**src/verilog/bgac_pkg.sv**
```systemverilog
`default_nettype none
package bgac_pkg;
  localparam int          ADDR_W      = 8;
  localparam int          DATA_W      = 32;
  localparam int          DELAY_W     = 11;
  localparam int          LEVEL_W     = 16;
  // register byte offsets
  localparam logic [7:0]  REG_CTRL    = 8'h00;
  localparam logic [7:0]  REG_DELAY   = 8'h04;
  localparam logic [7:0]  REG_CMD     = 8'h08;
  localparam logic [7:0]  REG_STATUS  = 8'h0C;
  localparam logic [7:0]  REG_DROOP   = 8'h10;
  localparam logic [7:0]  REG_COUNT   = 8'h14;
  // control fields
  localparam int          CTRL_SRC    = 0;
  localparam int          CTRL_CONT   = 1;
  // command fields
  localparam int          CMD_SEND    = 0;
  localparam int          CMD_STOP    = 1;
  localparam int          CMD_ARM     = 2;
  localparam int          CMD_DISARM  = 3;
  // status fields
  localparam int          ST_ARMED    = 0;
  localparam int          ST_MEAS     = 1;
  localparam int          ST_SHOWN    = 2;
  localparam int          ST_GEN_ON   = 3;
  localparam int          ST_GEN_WAIT = 4;
  localparam int          ST_SRC      = 5;
  // reset values and limits
  localparam logic [1:0]  CTRL_RST    = 2'h0;
  localparam logic [10:0] DELAY_RST   = 11'h000;
  localparam logic [10:0] DELAY_MAX   = 11'h797;
  localparam logic [8:0]  LFSR_SEED   = 9'h1FF;
  localparam int          MEAS_SYMS   = 162;

  typedef enum logic [1:0] {
    BGAC_G_IDLE,
    BGAC_G_FRAME,
    BGAC_G_DELAY,
    BGAC_G_SEND
  } bgac_gen_state_t;

  typedef enum logic [1:0] {
    BGAC_A_IDLE,
    BGAC_A_ARMED,
    BGAC_A_MEAS,
    BGAC_A_DONE
  } bgac_anl_state_t;
endpackage : bgac_pkg
`default_nettype wire

```
**src/verilog/bgac_gen_if.sv**
```systemverilog
`timescale 1ns/1ps
`default_nettype none
interface bgac_gen_if;
  import bgac_pkg::*;
  logic               send;
  logic               stop;
  logic               halt;
  logic [DELAY_W-1:0] delay;
  logic               bit_tick;
  logic               frame_rise;
  logic               data;
  logic               valid;
  logic               active;
  logic               waiting;

  modport ctl (output send, stop, halt, delay, bit_tick, frame_rise,
               input data, valid, active, waiting);
  modport gen (input send, stop, halt, delay, bit_tick, frame_rise,
               output data, valid, active, waiting);
endinterface : bgac_gen_if
`default_nettype wire

```
**src/verilog/bgac_gen.sv**
```systemverilog
`timescale 1ns/1ps
`default_nettype none
module bgac_gen (
  input  wire logic core_clk,
  input  wire logic rst_b,
  bgac_gen_if.gen   gif
);
  import bgac_pkg::*;

  bgac_gen_state_t    state;
  logic [DELAY_W-1:0] dly_cnt;
  logic [8:0]         lfsr;

  always_ff @(posedge core_clk or negedge rst_b) begin
    if (!rst_b) begin
      state <= BGAC_G_IDLE;
    end else if (gif.stop || gif.halt) begin
      state <= BGAC_G_IDLE;
    end else if (gif.send) begin
      // zero delay skips the frame wait entirely
      if (gif.delay == '0) begin
        state <= BGAC_G_SEND;
      end else begin
        state <= BGAC_G_FRAME;
      end
    end else begin
      case (state)
        BGAC_G_FRAME: begin
          if (gif.frame_rise) begin
            state <= BGAC_G_DELAY;
          end
        end
        BGAC_G_DELAY: begin
          if (gif.bit_tick && dly_cnt == gif.delay - 11'h001) begin
            state <= BGAC_G_SEND;
          end
        end
        default: state <= state;
      endcase
    end
  end

  always_ff @(posedge core_clk or negedge rst_b) begin
    if (!rst_b) begin
      dly_cnt <= '0;
    end else if (state != BGAC_G_DELAY) begin
      dly_cnt <= '0;
    end else if (gif.bit_tick) begin
      dly_cnt <= dly_cnt + 11'h001; // whole bits only
    end
  end

  always_ff @(posedge core_clk or negedge rst_b) begin
    if (!rst_b) begin
      lfsr      <= LFSR_SEED;
      gif.data  <= 1'b0;
      gif.valid <= 1'b0;
    end else begin
      gif.valid <= (state == BGAC_G_SEND) && gif.bit_tick;
      if (state == BGAC_G_SEND && gif.bit_tick) begin
        lfsr     <= {lfsr[7:0], lfsr[8] ^ lfsr[4]};
        gif.data <= lfsr[8];
      end else if (state == BGAC_G_IDLE) begin
        lfsr     <= LFSR_SEED;
        gif.data <= 1'b0;
      end
    end
  end

  assign gif.active  = (state == BGAC_G_SEND);
  assign gif.waiting = (state == BGAC_G_FRAME) || (state == BGAC_G_DELAY);
endmodule : bgac_gen
`default_nettype wire

```
**src/verilog/bgac_top.sv**
```systemverilog
`timescale 1ns/1ps
`default_nettype none
// Functional notes
// - one source feeds modulator, analyzer, rear output
// - internal select uses own generator
// - external select uses front external input
// - armed analyzer measures on trigger only
// - setting change aborts and re-arms analyzer
// - setting change halts generator output
// - single mode: one measurement per arming
// - continuous mode repeats, updating results
// - disarm only when armed or measuring, nothing shown
// - arm during measurement restarts armed
// - send starts at once if delay zero
// - delay counts bits from frame rise
// - stop ceases generator output data
// - droop is first-last level per symbol
module bgac_top #(
  parameter int MEAS_SYMS_P = bgac_pkg::MEAS_SYMS
) (
  input  wire logic                        core_clk,
  input  wire logic                        rst_b,
  input  wire logic [bgac_pkg::ADDR_W-1:0] reg_addr,
  input  wire logic [bgac_pkg::DATA_W-1:0] reg_wdata,
  input  wire logic                        reg_wr,
  input  wire logic                        reg_rd,
  output var  logic [bgac_pkg::DATA_W-1:0] reg_rdata,
  input  wire logic                        frame_clk,
  input  wire logic                        bit_tick,
  input  wire logic                        ext_bb_data,
  input  wire logic                        ext_bb_valid,
  input  wire logic                        anl_trigger,
  input  wire logic [bgac_pkg::LEVEL_W-1:0] sym_level,
  input  wire logic                        sym_valid,
  output var  logic                        mod_data,
  output var  logic                        mod_valid,
  output var  logic                        anl_data,
  output var  logic                        anl_data_valid,
  output var  logic                        baseband_data_output,
  output var  logic                        baseband_data_output_valid,
  output var  logic                        anl_armed,
  output var  logic                        anl_busy,
  output var  logic                        meas_done
);
  import bgac_pkg::*;

  localparam logic [15:0] SYMS_M1 = 16'(MEAS_SYMS_P - 1);

  bgac_gen_if gif ();

  // settings and commands
  logic               src_ext;
  logic               cont_mode;
  logic [DELAY_W-1:0] delay;
  logic [DELAY_W-1:0] next_delay;
  logic               wr_ctrl;
  logic               wr_delay;
  logic               wr_cmd;
  logic               setting_chg;
  logic               cmd_send;
  logic               cmd_stop;
  logic               cmd_arm;
  logic               cmd_disarm;
  logic               frame_q;

  // analyzer state
  bgac_anl_state_t        anl_state;
  logic                   shown;
  logic [15:0]            sym_cnt;
  logic [LEVEL_W-1:0]     first_lvl;
  logic signed [LEVEL_W:0] level_diff;
  logic signed [LEVEL_W-1:0] droop;
  logic [15:0]            meas_count;
  logic                   last_sym;
  logic                   disarm_ok;
  logic                   meas_end;
  logic [ST_SRC:0]        status;

  assign wr_ctrl  = reg_wr && (reg_addr == REG_CTRL);
  assign wr_delay = reg_wr && (reg_addr == REG_DELAY);
  assign wr_cmd   = reg_wr && (reg_addr == REG_CMD);

  // out-of-range delay saturates rather than wrapping
  assign next_delay = (reg_wdata[DELAY_W-1:0] > DELAY_MAX ||
                       reg_wdata[DATA_W-1:DELAY_W] != '0)
                      ? DELAY_MAX : reg_wdata[DELAY_W-1:0];

  // only a real change of value counts; rewriting the same value is benign
  assign setting_chg =
    (wr_ctrl && (reg_wdata[CTRL_SRC] != src_ext ||
                 reg_wdata[CTRL_CONT] != cont_mode)) ||
    (wr_delay && next_delay != delay);

  assign cmd_send   = wr_cmd && reg_wdata[CMD_SEND];
  assign cmd_stop   = wr_cmd && reg_wdata[CMD_STOP];
  assign cmd_arm    = wr_cmd && reg_wdata[CMD_ARM];
  assign cmd_disarm = wr_cmd && reg_wdata[CMD_DISARM];

  always_ff @(posedge core_clk or negedge rst_b) begin
    if (!rst_b) begin
      src_ext   <= CTRL_RST[CTRL_SRC];
      cont_mode <= CTRL_RST[CTRL_CONT];
    end else if (wr_ctrl) begin
      src_ext   <= reg_wdata[CTRL_SRC];
      cont_mode <= reg_wdata[CTRL_CONT];
    end
  end

  always_ff @(posedge core_clk or negedge rst_b) begin
    if (!rst_b) begin
      delay <= DELAY_RST;
    end else if (wr_delay) begin
      delay <= next_delay;
    end
  end

  always_ff @(posedge core_clk or negedge rst_b) begin
    if (!rst_b) begin
      frame_q <= 1'b0;
    end else begin
      frame_q <= frame_clk;
    end
  end

  // generator control; a halted generator waits for a fresh send
  assign gif.send       = cmd_send;
  assign gif.stop       = cmd_stop;
  assign gif.halt       = setting_chg;
  assign gif.delay      = delay;
  assign gif.bit_tick   = bit_tick;
  assign gif.frame_rise = frame_clk && !frame_q;

  bgac_gen u_gen (
    .core_clk (core_clk),
    .rst_b    (rst_b),
    .gif      (gif.gen)
  );

  // one select bit steers all three copies, so they never disagree
  always_ff @(posedge core_clk or negedge rst_b) begin
    if (!rst_b) begin
      mod_data  <= 1'b0;
      mod_valid <= 1'b0;
    end else if (src_ext) begin
      mod_data  <= ext_bb_data;
      mod_valid <= ext_bb_valid;
    end else begin
      mod_data  <= gif.data;
      mod_valid <= gif.valid;
    end
  end

  always_ff @(posedge core_clk or negedge rst_b) begin
    if (!rst_b) begin
      anl_data       <= 1'b0;
      anl_data_valid <= 1'b0;
    end else if (src_ext) begin
      anl_data       <= ext_bb_data;
      anl_data_valid <= ext_bb_valid;
    end else begin
      anl_data       <= gif.data;
      anl_data_valid <= gif.valid;
    end
  end

  always_ff @(posedge core_clk or negedge rst_b) begin
    if (!rst_b) begin
      baseband_data_output       <= 1'b0;
      baseband_data_output_valid <= 1'b0;
    end else if (src_ext) begin
      baseband_data_output       <= ext_bb_data;
      baseband_data_output_valid <= ext_bb_valid;
    end else begin
      baseband_data_output       <= gif.data;
      baseband_data_output_valid <= gif.valid;
    end
  end

  // analyzer sequencing
  assign last_sym  = sym_valid && (sym_cnt == SYMS_M1);
  assign disarm_ok = (anl_state == BGAC_A_ARMED ||
                      anl_state == BGAC_A_MEAS) && !shown;

  always_ff @(posedge core_clk or negedge rst_b) begin
    if (!rst_b) begin
      anl_state <= BGAC_A_IDLE;
    end else if (cmd_arm) begin
      anl_state <= BGAC_A_ARMED;
    end else if (setting_chg && anl_state != BGAC_A_IDLE) begin
      anl_state <= BGAC_A_ARMED;
    end else if (cmd_disarm) begin
      if (disarm_ok) begin
        anl_state <= BGAC_A_IDLE;
      end
    end else begin
      case (anl_state)
        BGAC_A_ARMED: begin
          if (anl_trigger) begin
            anl_state <= BGAC_A_MEAS;
          end
        end
        BGAC_A_MEAS: begin
          if (last_sym) begin
            // continuous mode waits for the next trigger each pass
            anl_state <= cont_mode ? BGAC_A_ARMED
                                   : BGAC_A_DONE;
          end
        end
        BGAC_A_DONE: anl_state <= BGAC_A_DONE;
        default:     anl_state <= BGAC_A_IDLE;
      endcase
    end
  end

  always_ff @(posedge core_clk or negedge rst_b) begin
    if (!rst_b) begin
      sym_cnt <= '0;
    end else if (anl_state != BGAC_A_MEAS || cmd_arm || setting_chg) begin
      sym_cnt <= '0;
    end else if (sym_valid) begin
      sym_cnt <= last_sym ? 16'h0000 : sym_cnt + 16'h0001;
    end
  end

  always_ff @(posedge core_clk or negedge rst_b) begin
    if (!rst_b) begin
      first_lvl <= '0;
    end else if (anl_state == BGAC_A_MEAS && sym_valid && sym_cnt == '0) begin
      first_lvl <= sym_level;
    end
  end

  assign level_diff = $signed({1'b0, first_lvl}) - $signed({1'b0, sym_level});

  // a completion landing with arm, setting change or accepted disarm is dropped
  assign meas_end = anl_state == BGAC_A_MEAS && last_sym && !cmd_arm &&
                    !setting_chg && !(cmd_disarm && disarm_ok);

  // divide by a constant keeps the result in level units per symbol
  always_ff @(posedge core_clk or negedge rst_b) begin
    if (!rst_b) begin
      droop <= '0;
    end else if (meas_end) begin
      droop <= LEVEL_W'(level_diff /
               $signed({1'b0, SYMS_M1}));
    end
  end

  always_ff @(posedge core_clk or negedge rst_b) begin
    if (!rst_b) begin
      meas_count <= '0;
    end else if (meas_end) begin
      meas_count <= meas_count + 16'h0001;
    end
  end

  always_ff @(posedge core_clk or negedge rst_b) begin
    if (!rst_b) begin
      meas_done <= 1'b0;
    end else begin
      meas_done <= meas_end;
    end
  end

  // set by the completion itself, so a disarm right after it is refused
  always_ff @(posedge core_clk or negedge rst_b) begin
    if (!rst_b) begin
      shown <= 1'b0;
    end else if (meas_end) begin
      shown <= 1'b1;
    end else if (cmd_arm) begin
      shown <= 1'b0;
    end
  end

  assign anl_armed = (anl_state == BGAC_A_ARMED);
  assign anl_busy  = (anl_state == BGAC_A_MEAS);

  // status word built from the named field positions
  always_comb begin
    status              = '0;
    status[ST_ARMED]    = anl_armed;
    status[ST_MEAS]     = anl_busy;
    status[ST_SHOWN]    = shown;
    status[ST_GEN_ON]   = gif.active;
    status[ST_GEN_WAIT] = gif.waiting;
    status[ST_SRC]      = src_ext;
  end

  // register read, data in the cycle after the strobe
  always_ff @(posedge core_clk or negedge rst_b) begin
    if (!rst_b) begin
      reg_rdata <= '0;
    end else if (reg_rd) begin
      case (reg_addr)
        REG_CTRL:   reg_rdata <= DATA_W'({cont_mode, src_ext});
        REG_DELAY:  reg_rdata <= DATA_W'(delay);
        REG_STATUS: reg_rdata <= DATA_W'(status);
        REG_DROOP:  reg_rdata <= DATA_W'($unsigned(droop));
        REG_COUNT:  reg_rdata <= DATA_W'(meas_count);
        default:    reg_rdata <= '0;
      endcase
    end else begin
      reg_rdata <= '0;
    end
  end
endmodule : bgac_top
`default_nettype wire

```
**config.mk**
```make
export PLATFORM = sky130hd
export DESIGN_NAME = bgac_top
export DESIGN_NICKNAME = d
export VERILOG_FILES = /design/src/verilog/bgac_pkg.sv /design/src/verilog/bgac_gen_if.sv /design/src/verilog/bgac_gen.sv /design/src/verilog/bgac_top.sv
export SDC_FILE = /design/constraint.sdc
export NUM_CORES = 1
export LEC_CHECK = 0
export ABC_CLOCK_PERIOD_IN_PS = 13700
export BUFFER_PORTS_ARGS = -buffer_cell sky130_fd_sc_hd__buf_2
export CORE_MARGIN = 3
export CORE_UTILIZATION = 55
export CTS_CLUSTER_SIZE = 28
export DETAILED_ROUTE_END_ITERATION = 7
export PLACE_DENSITY = 0.81
export SLEW_MARGIN = 20
export SYNTH_ARGS = -nofsm -noshare
export SYNTH_HDL_FRONTEND = slang
export SYNTH_SLANG_ARGS = --single-unit
```
**constraint.sdc**
```tcl
create_clock -name core_clk -period 13.7 [get_ports core_clk]
set_input_delay 0.685 -clock core_clk [delete_from_list [all_inputs] [get_ports core_clk]]
set_output_delay 0.685 -clock core_clk [all_outputs]
set_load 0.005 [all_outputs]
```
==> results summary <==
The run finished with clean final reports. The aggregate routed wire length came out at 30.6 mm. The number of instances in the synthesized netlist is 1,330.

The cell with the biggest individual delay on the critical path is a311oi_2. The fraction of layout instances using a drive strength above 1 is 15.3%. The total DRC errors in the routed layout is 0.

The detailed-routing iteration count for the pre-antenna-repair pass came out at 6. The final hold violation count is 0. The part of the power in the clock network came out at 24.4%. The floorplan step set the die width to 147 µm. The number of max-capacitance violations reported is 0. After clock tree synthesis, the flow added hold-fix buffers numbering 0. The maximum number of pins on one net before global-route repair came out at 66. After layout, the minimum clock period comes to 12,330 ps. The maximum fanout along the worst path came out at 11. Global routing finished with a remaining overflow of 0. The area of the core region is 19,100 µm². The via count of the first global-routing pass was 10,200.

The static leakage is 5.20 nW. Summed over all instances, the cell type with the most area after synthesis is dfrtp_1. The kind of start point of the critical path is a flip-flop. The routed layout has 10,700 vias. The start-to-end type of the worst setup path is flip-flop to flip-flop. The start of the worst register-to-register path is first_lvl[4]$_DFFE_PN0P_.

The starting density of the core came out at 57.2%. VDD sags by at most 0.0996 mV. The routability congestion estimate came out at 0.956.

The total power density per cell area came out at 157 nW/µm². The endpoint identified for the worst register-to-register timing path is droop[8]$_DFFE_PN0P_. The aggregate global-route resource usage came out at 27.8%.

The count of buffers added on input and output ports is 90. The insertion delay of the later-clocked pin in the worst-skew pair is 420 ps. The cell sitting at the root of the clock tree is a clkbuf_16. The first global-routing pass estimated 50.3 mm of wire. In this run the power spent charging and discharging nets is 0.000827 W. A synthesized cell averages 8.24 µm². The number of placed I/O pins is 107.

In this run, flip-flops and latches consume 22.4% of the power. The clock slew seen by the registers of the worst setup and hold paths is 70 ps. In the final routed layout, each cell accounts on average for 18.4 µm. In this run switching power makes up 43.5% of total power. The die area is 21,700 µm². In the synthesized netlist the dominant register cell turns out to be dfrtp_1. The share of the synthesized area in the top cell type is 26.3%. The share of the clock period used by the worst path after layout is 90.0%. The type of element capturing the critical path is a flip-flop.

The CTS tree is built. After routing, the total negative slack on setup checks comes to 0 ps. The unique cell type count in the Yosys netlist came out at 103. The internal power component is 0.00107 W. The achievable frequency came out at 81.1 MHz. The length in cells of the worst reg-to-reg path is 38. The number of antenna violations at the first check in global routing is 0. For this run, the slowest stage of the critical path takes 770 ps. The number of H-tree branching levels came out at 4. The post-CTS setup repair buffer count is 0.

The CTS buffer count is 17. The clock tree buffer depth came out at 2. The number of flip-flops and latches in the synthesized netlist came out at 124.

The transition time of the tightest slew-check pin is 912 ps. The vertical die dimension came out at 147 µm. At the worst endpoint, the required time is 13,970 ps. The cell area that synthesis handed to floorplanning was 11,000 µm². The endpoint arrival time on the critical path is 12,600 ps. Yosys printed 0 warnings. The internal reg-to-reg setup slack is 1370 ps. The final-report setup violation count came out at 0. The smallest hold slack is 335 ps. The count of antenna diodes in the layout came out at 0. Setup repair after global routing left no endpoint under its margin. The starting DRC count in detailed routing came out at 949.

The register area share after synthesis is 28.4%. The detailed-placement wirelength estimate is 22.9 mm. The remaining max-slew budget at the tightest pin is 38.8%. The number of nets in the layout is 1,494. The number of core rows is 50.

The worst clock skew on the final layout is 16.7 ps. The number of vias per cell came out at 6.41. The min-delay analysis places its worst path in the category input port to asynchronous set/reset pin. The TritonCTS sink count is 124. After synthesis, the share of flip-flops with an asynchronous set or reset is 100%. Post-CTS repair changed the size of 0 cells. The fraction of power consumed by combinational cells is 53.3%. After synthesis, the cell types taking the most area are dfrtp_1, xnor2_1, ha_1. The count of flip-flops with a built-in enable after synthesis is 0. The number of max-slew violations in the final report is 0. The layout overhead on the synthesized area came out at 10.3%. The count of nets left with antenna violations once routing finished came out at 0.
-- state kept, by name, indices dropped and copies added (netlist names) --
| name | flops |
|---|---|
| u_gen.dly_cnt | 11 |
| droop | 16 |
| shown | 1 |
| delay | 11 |
| meas_count | 16 |
| anl_state | 2 |
| baseband_data_output | 1 |
| u_gen.state | 2 |
| meas_done | 1 |
| cont_mode | 1 |
| baseband_data_output_valid | 1 |
| frame_q | 1 |
| u_gen.gif.data | 1 |
| u_gen.gif.valid | 1 |
| first_lvl | 16 |
| u_gen.lfsr | 9 |
| reg_rdata | 16 |
| src_ext | 1 |
| sym_cnt | 16 |
-- cell usage in the layout, fill, tap and decap left out, types with 24 or more instances in the layout --
cell	count
a21oi_1	59
and2_1	24
buf_2	89
dfrtp_1	115
ha_1	37
inv_1	45
mux2_2	27
nand2_1	123
nand3_1	56
nor2_1	118
nor3_1	37
nor4_1	25
o21ai_0	84
xnor2_1	69
xor2_1	39
-- routing by layer --
metal  share of wire (%)  wire length, µm  vias up  track usage [%]
met5                   0                0        -                0
met4                 3.3              998        0             11.0
met3                 5.8             1760       86             3.45
met2                  47            14400      415             46.6
met1                  44            13400     5093             36.7
li1                    -                -     5056                -
-- cell usage after synthesis (all sizes together), types with 7 or more instances --
cell      n
mux2     28
o21a     14
a21o     13
and2     24
a311oi    7
a22oi     9
or3      21
a21oi    61
ha       37
o211ai   14
nand3    57
nor2b     7
a31oi    23
a211oi   22
nor4     27
a21boi    9
xnor2    69
or4      13
dfrtp   115
xor2     39
o22ai    11
dfstp     9
and3     16
o31ai    19
or2      11
nor3     41
nor2    118
o21ai    96
mux2i    18
nand4    21
o221ai    7
clkbuf   39
nand2b   11
buf      31
nand2   123
inv      45
-- logic make-up (layout without fill, tap and decap cells) --
kind of cell    count (synthesis)  in the layout  synth area share (%)
buf+inv                       115            171                  4.85
flops                         124            124                  28.4
mux                            46             46                  4.56
fa+ha+maj                      39             39                  4.50
simple gates                  508            508                  23.4
xor+xnor                      108            108                  8.63
other cells                     1             16                0.0342
compound gates                389            389                  25.6
-- through the flow --
stage          utilization [%]  cell area (µm²)  setup slack [ps]  total power, W  std cells
2_1_floorplan                -            11000              3030         0.00121       1345
3_3_place_gp              60.0            11500              1540         0.00140       1631
3_5_place_dp              60.0            11500              1250         0.00141       1631
4_1_cts                   63.1            12100              1640         0.00188       1661
5_1_grt                   63.1            12100               620         0.00202       1661
6_report                  63.1            12100              1370         0.00190       1661
-- worst max path at each step --
| stage | from | to | slack (ps) | depth (start not counted) |
|---|---|---|---|---|
| after CTS | first_lvl[4]$_DFFE_PN0P_ | droop[8]$_DFFE_PN0P_ | 1640 | 38 |
| after floorplan | sym_level[0] | droop[8]$_DFFE_PN0P_ | 3030 | 44 |
| after global placement | sym_level[4] | droop[8]$_DFFE_PN0P_ | 1540 | 40 |
| final | first_lvl[4]$_DFFE_PN0P_ | droop[8]$_DFFE_PN0P_ | 1370 | 38 |
| after detailed placement | sym_level[4] | droop[8]$_DFFE_PN0P_ | 1250 | 40 |
| after global routing | first_lvl[4]$_DFFE_PN0P_ | droop[8]$_DFFE_PN0P_ | 620 | 38 |
-- layout make-up --
class	instances	area, µm²
timing repair buffer	96	498
tap	260	325
inverter	45	169
multi-input combinational	1106	7380
sequential	124	3110
fill	1663	7060
clock inverter	11	143
clock buffer	19	453
-- critical path: cells and delay by family (launching register included) --
family	cells	cell delay (ps)
AOI/OAI and AO/OA	18	5530
and+or+nand+nor	14	4760
adders and majority gates	3	860
DFF	1	390
muxes	1	380
xor gates and xnor gates	1	130
buffers and inverters	1	110
-- power groups by stage --
| stage | clock network (W) | registers (W) | logic, W |
|---|---|---|---|
| CTS | 0.000466 | 0.000425 | 0.000992 |
| finish | 0.000463 | 0.000425 | 0.00101 |
| global placement | 0 | 0.000428 | 0.000967 |
| detailed placement | 0 | 0.000430 | 0.000979 |
| floorplan | 0 | 0.000422 | 0.000790 |
| global route | 0.000483 | 0.000428 | 0.00111 |
Power figures use the tool's default switching activity.
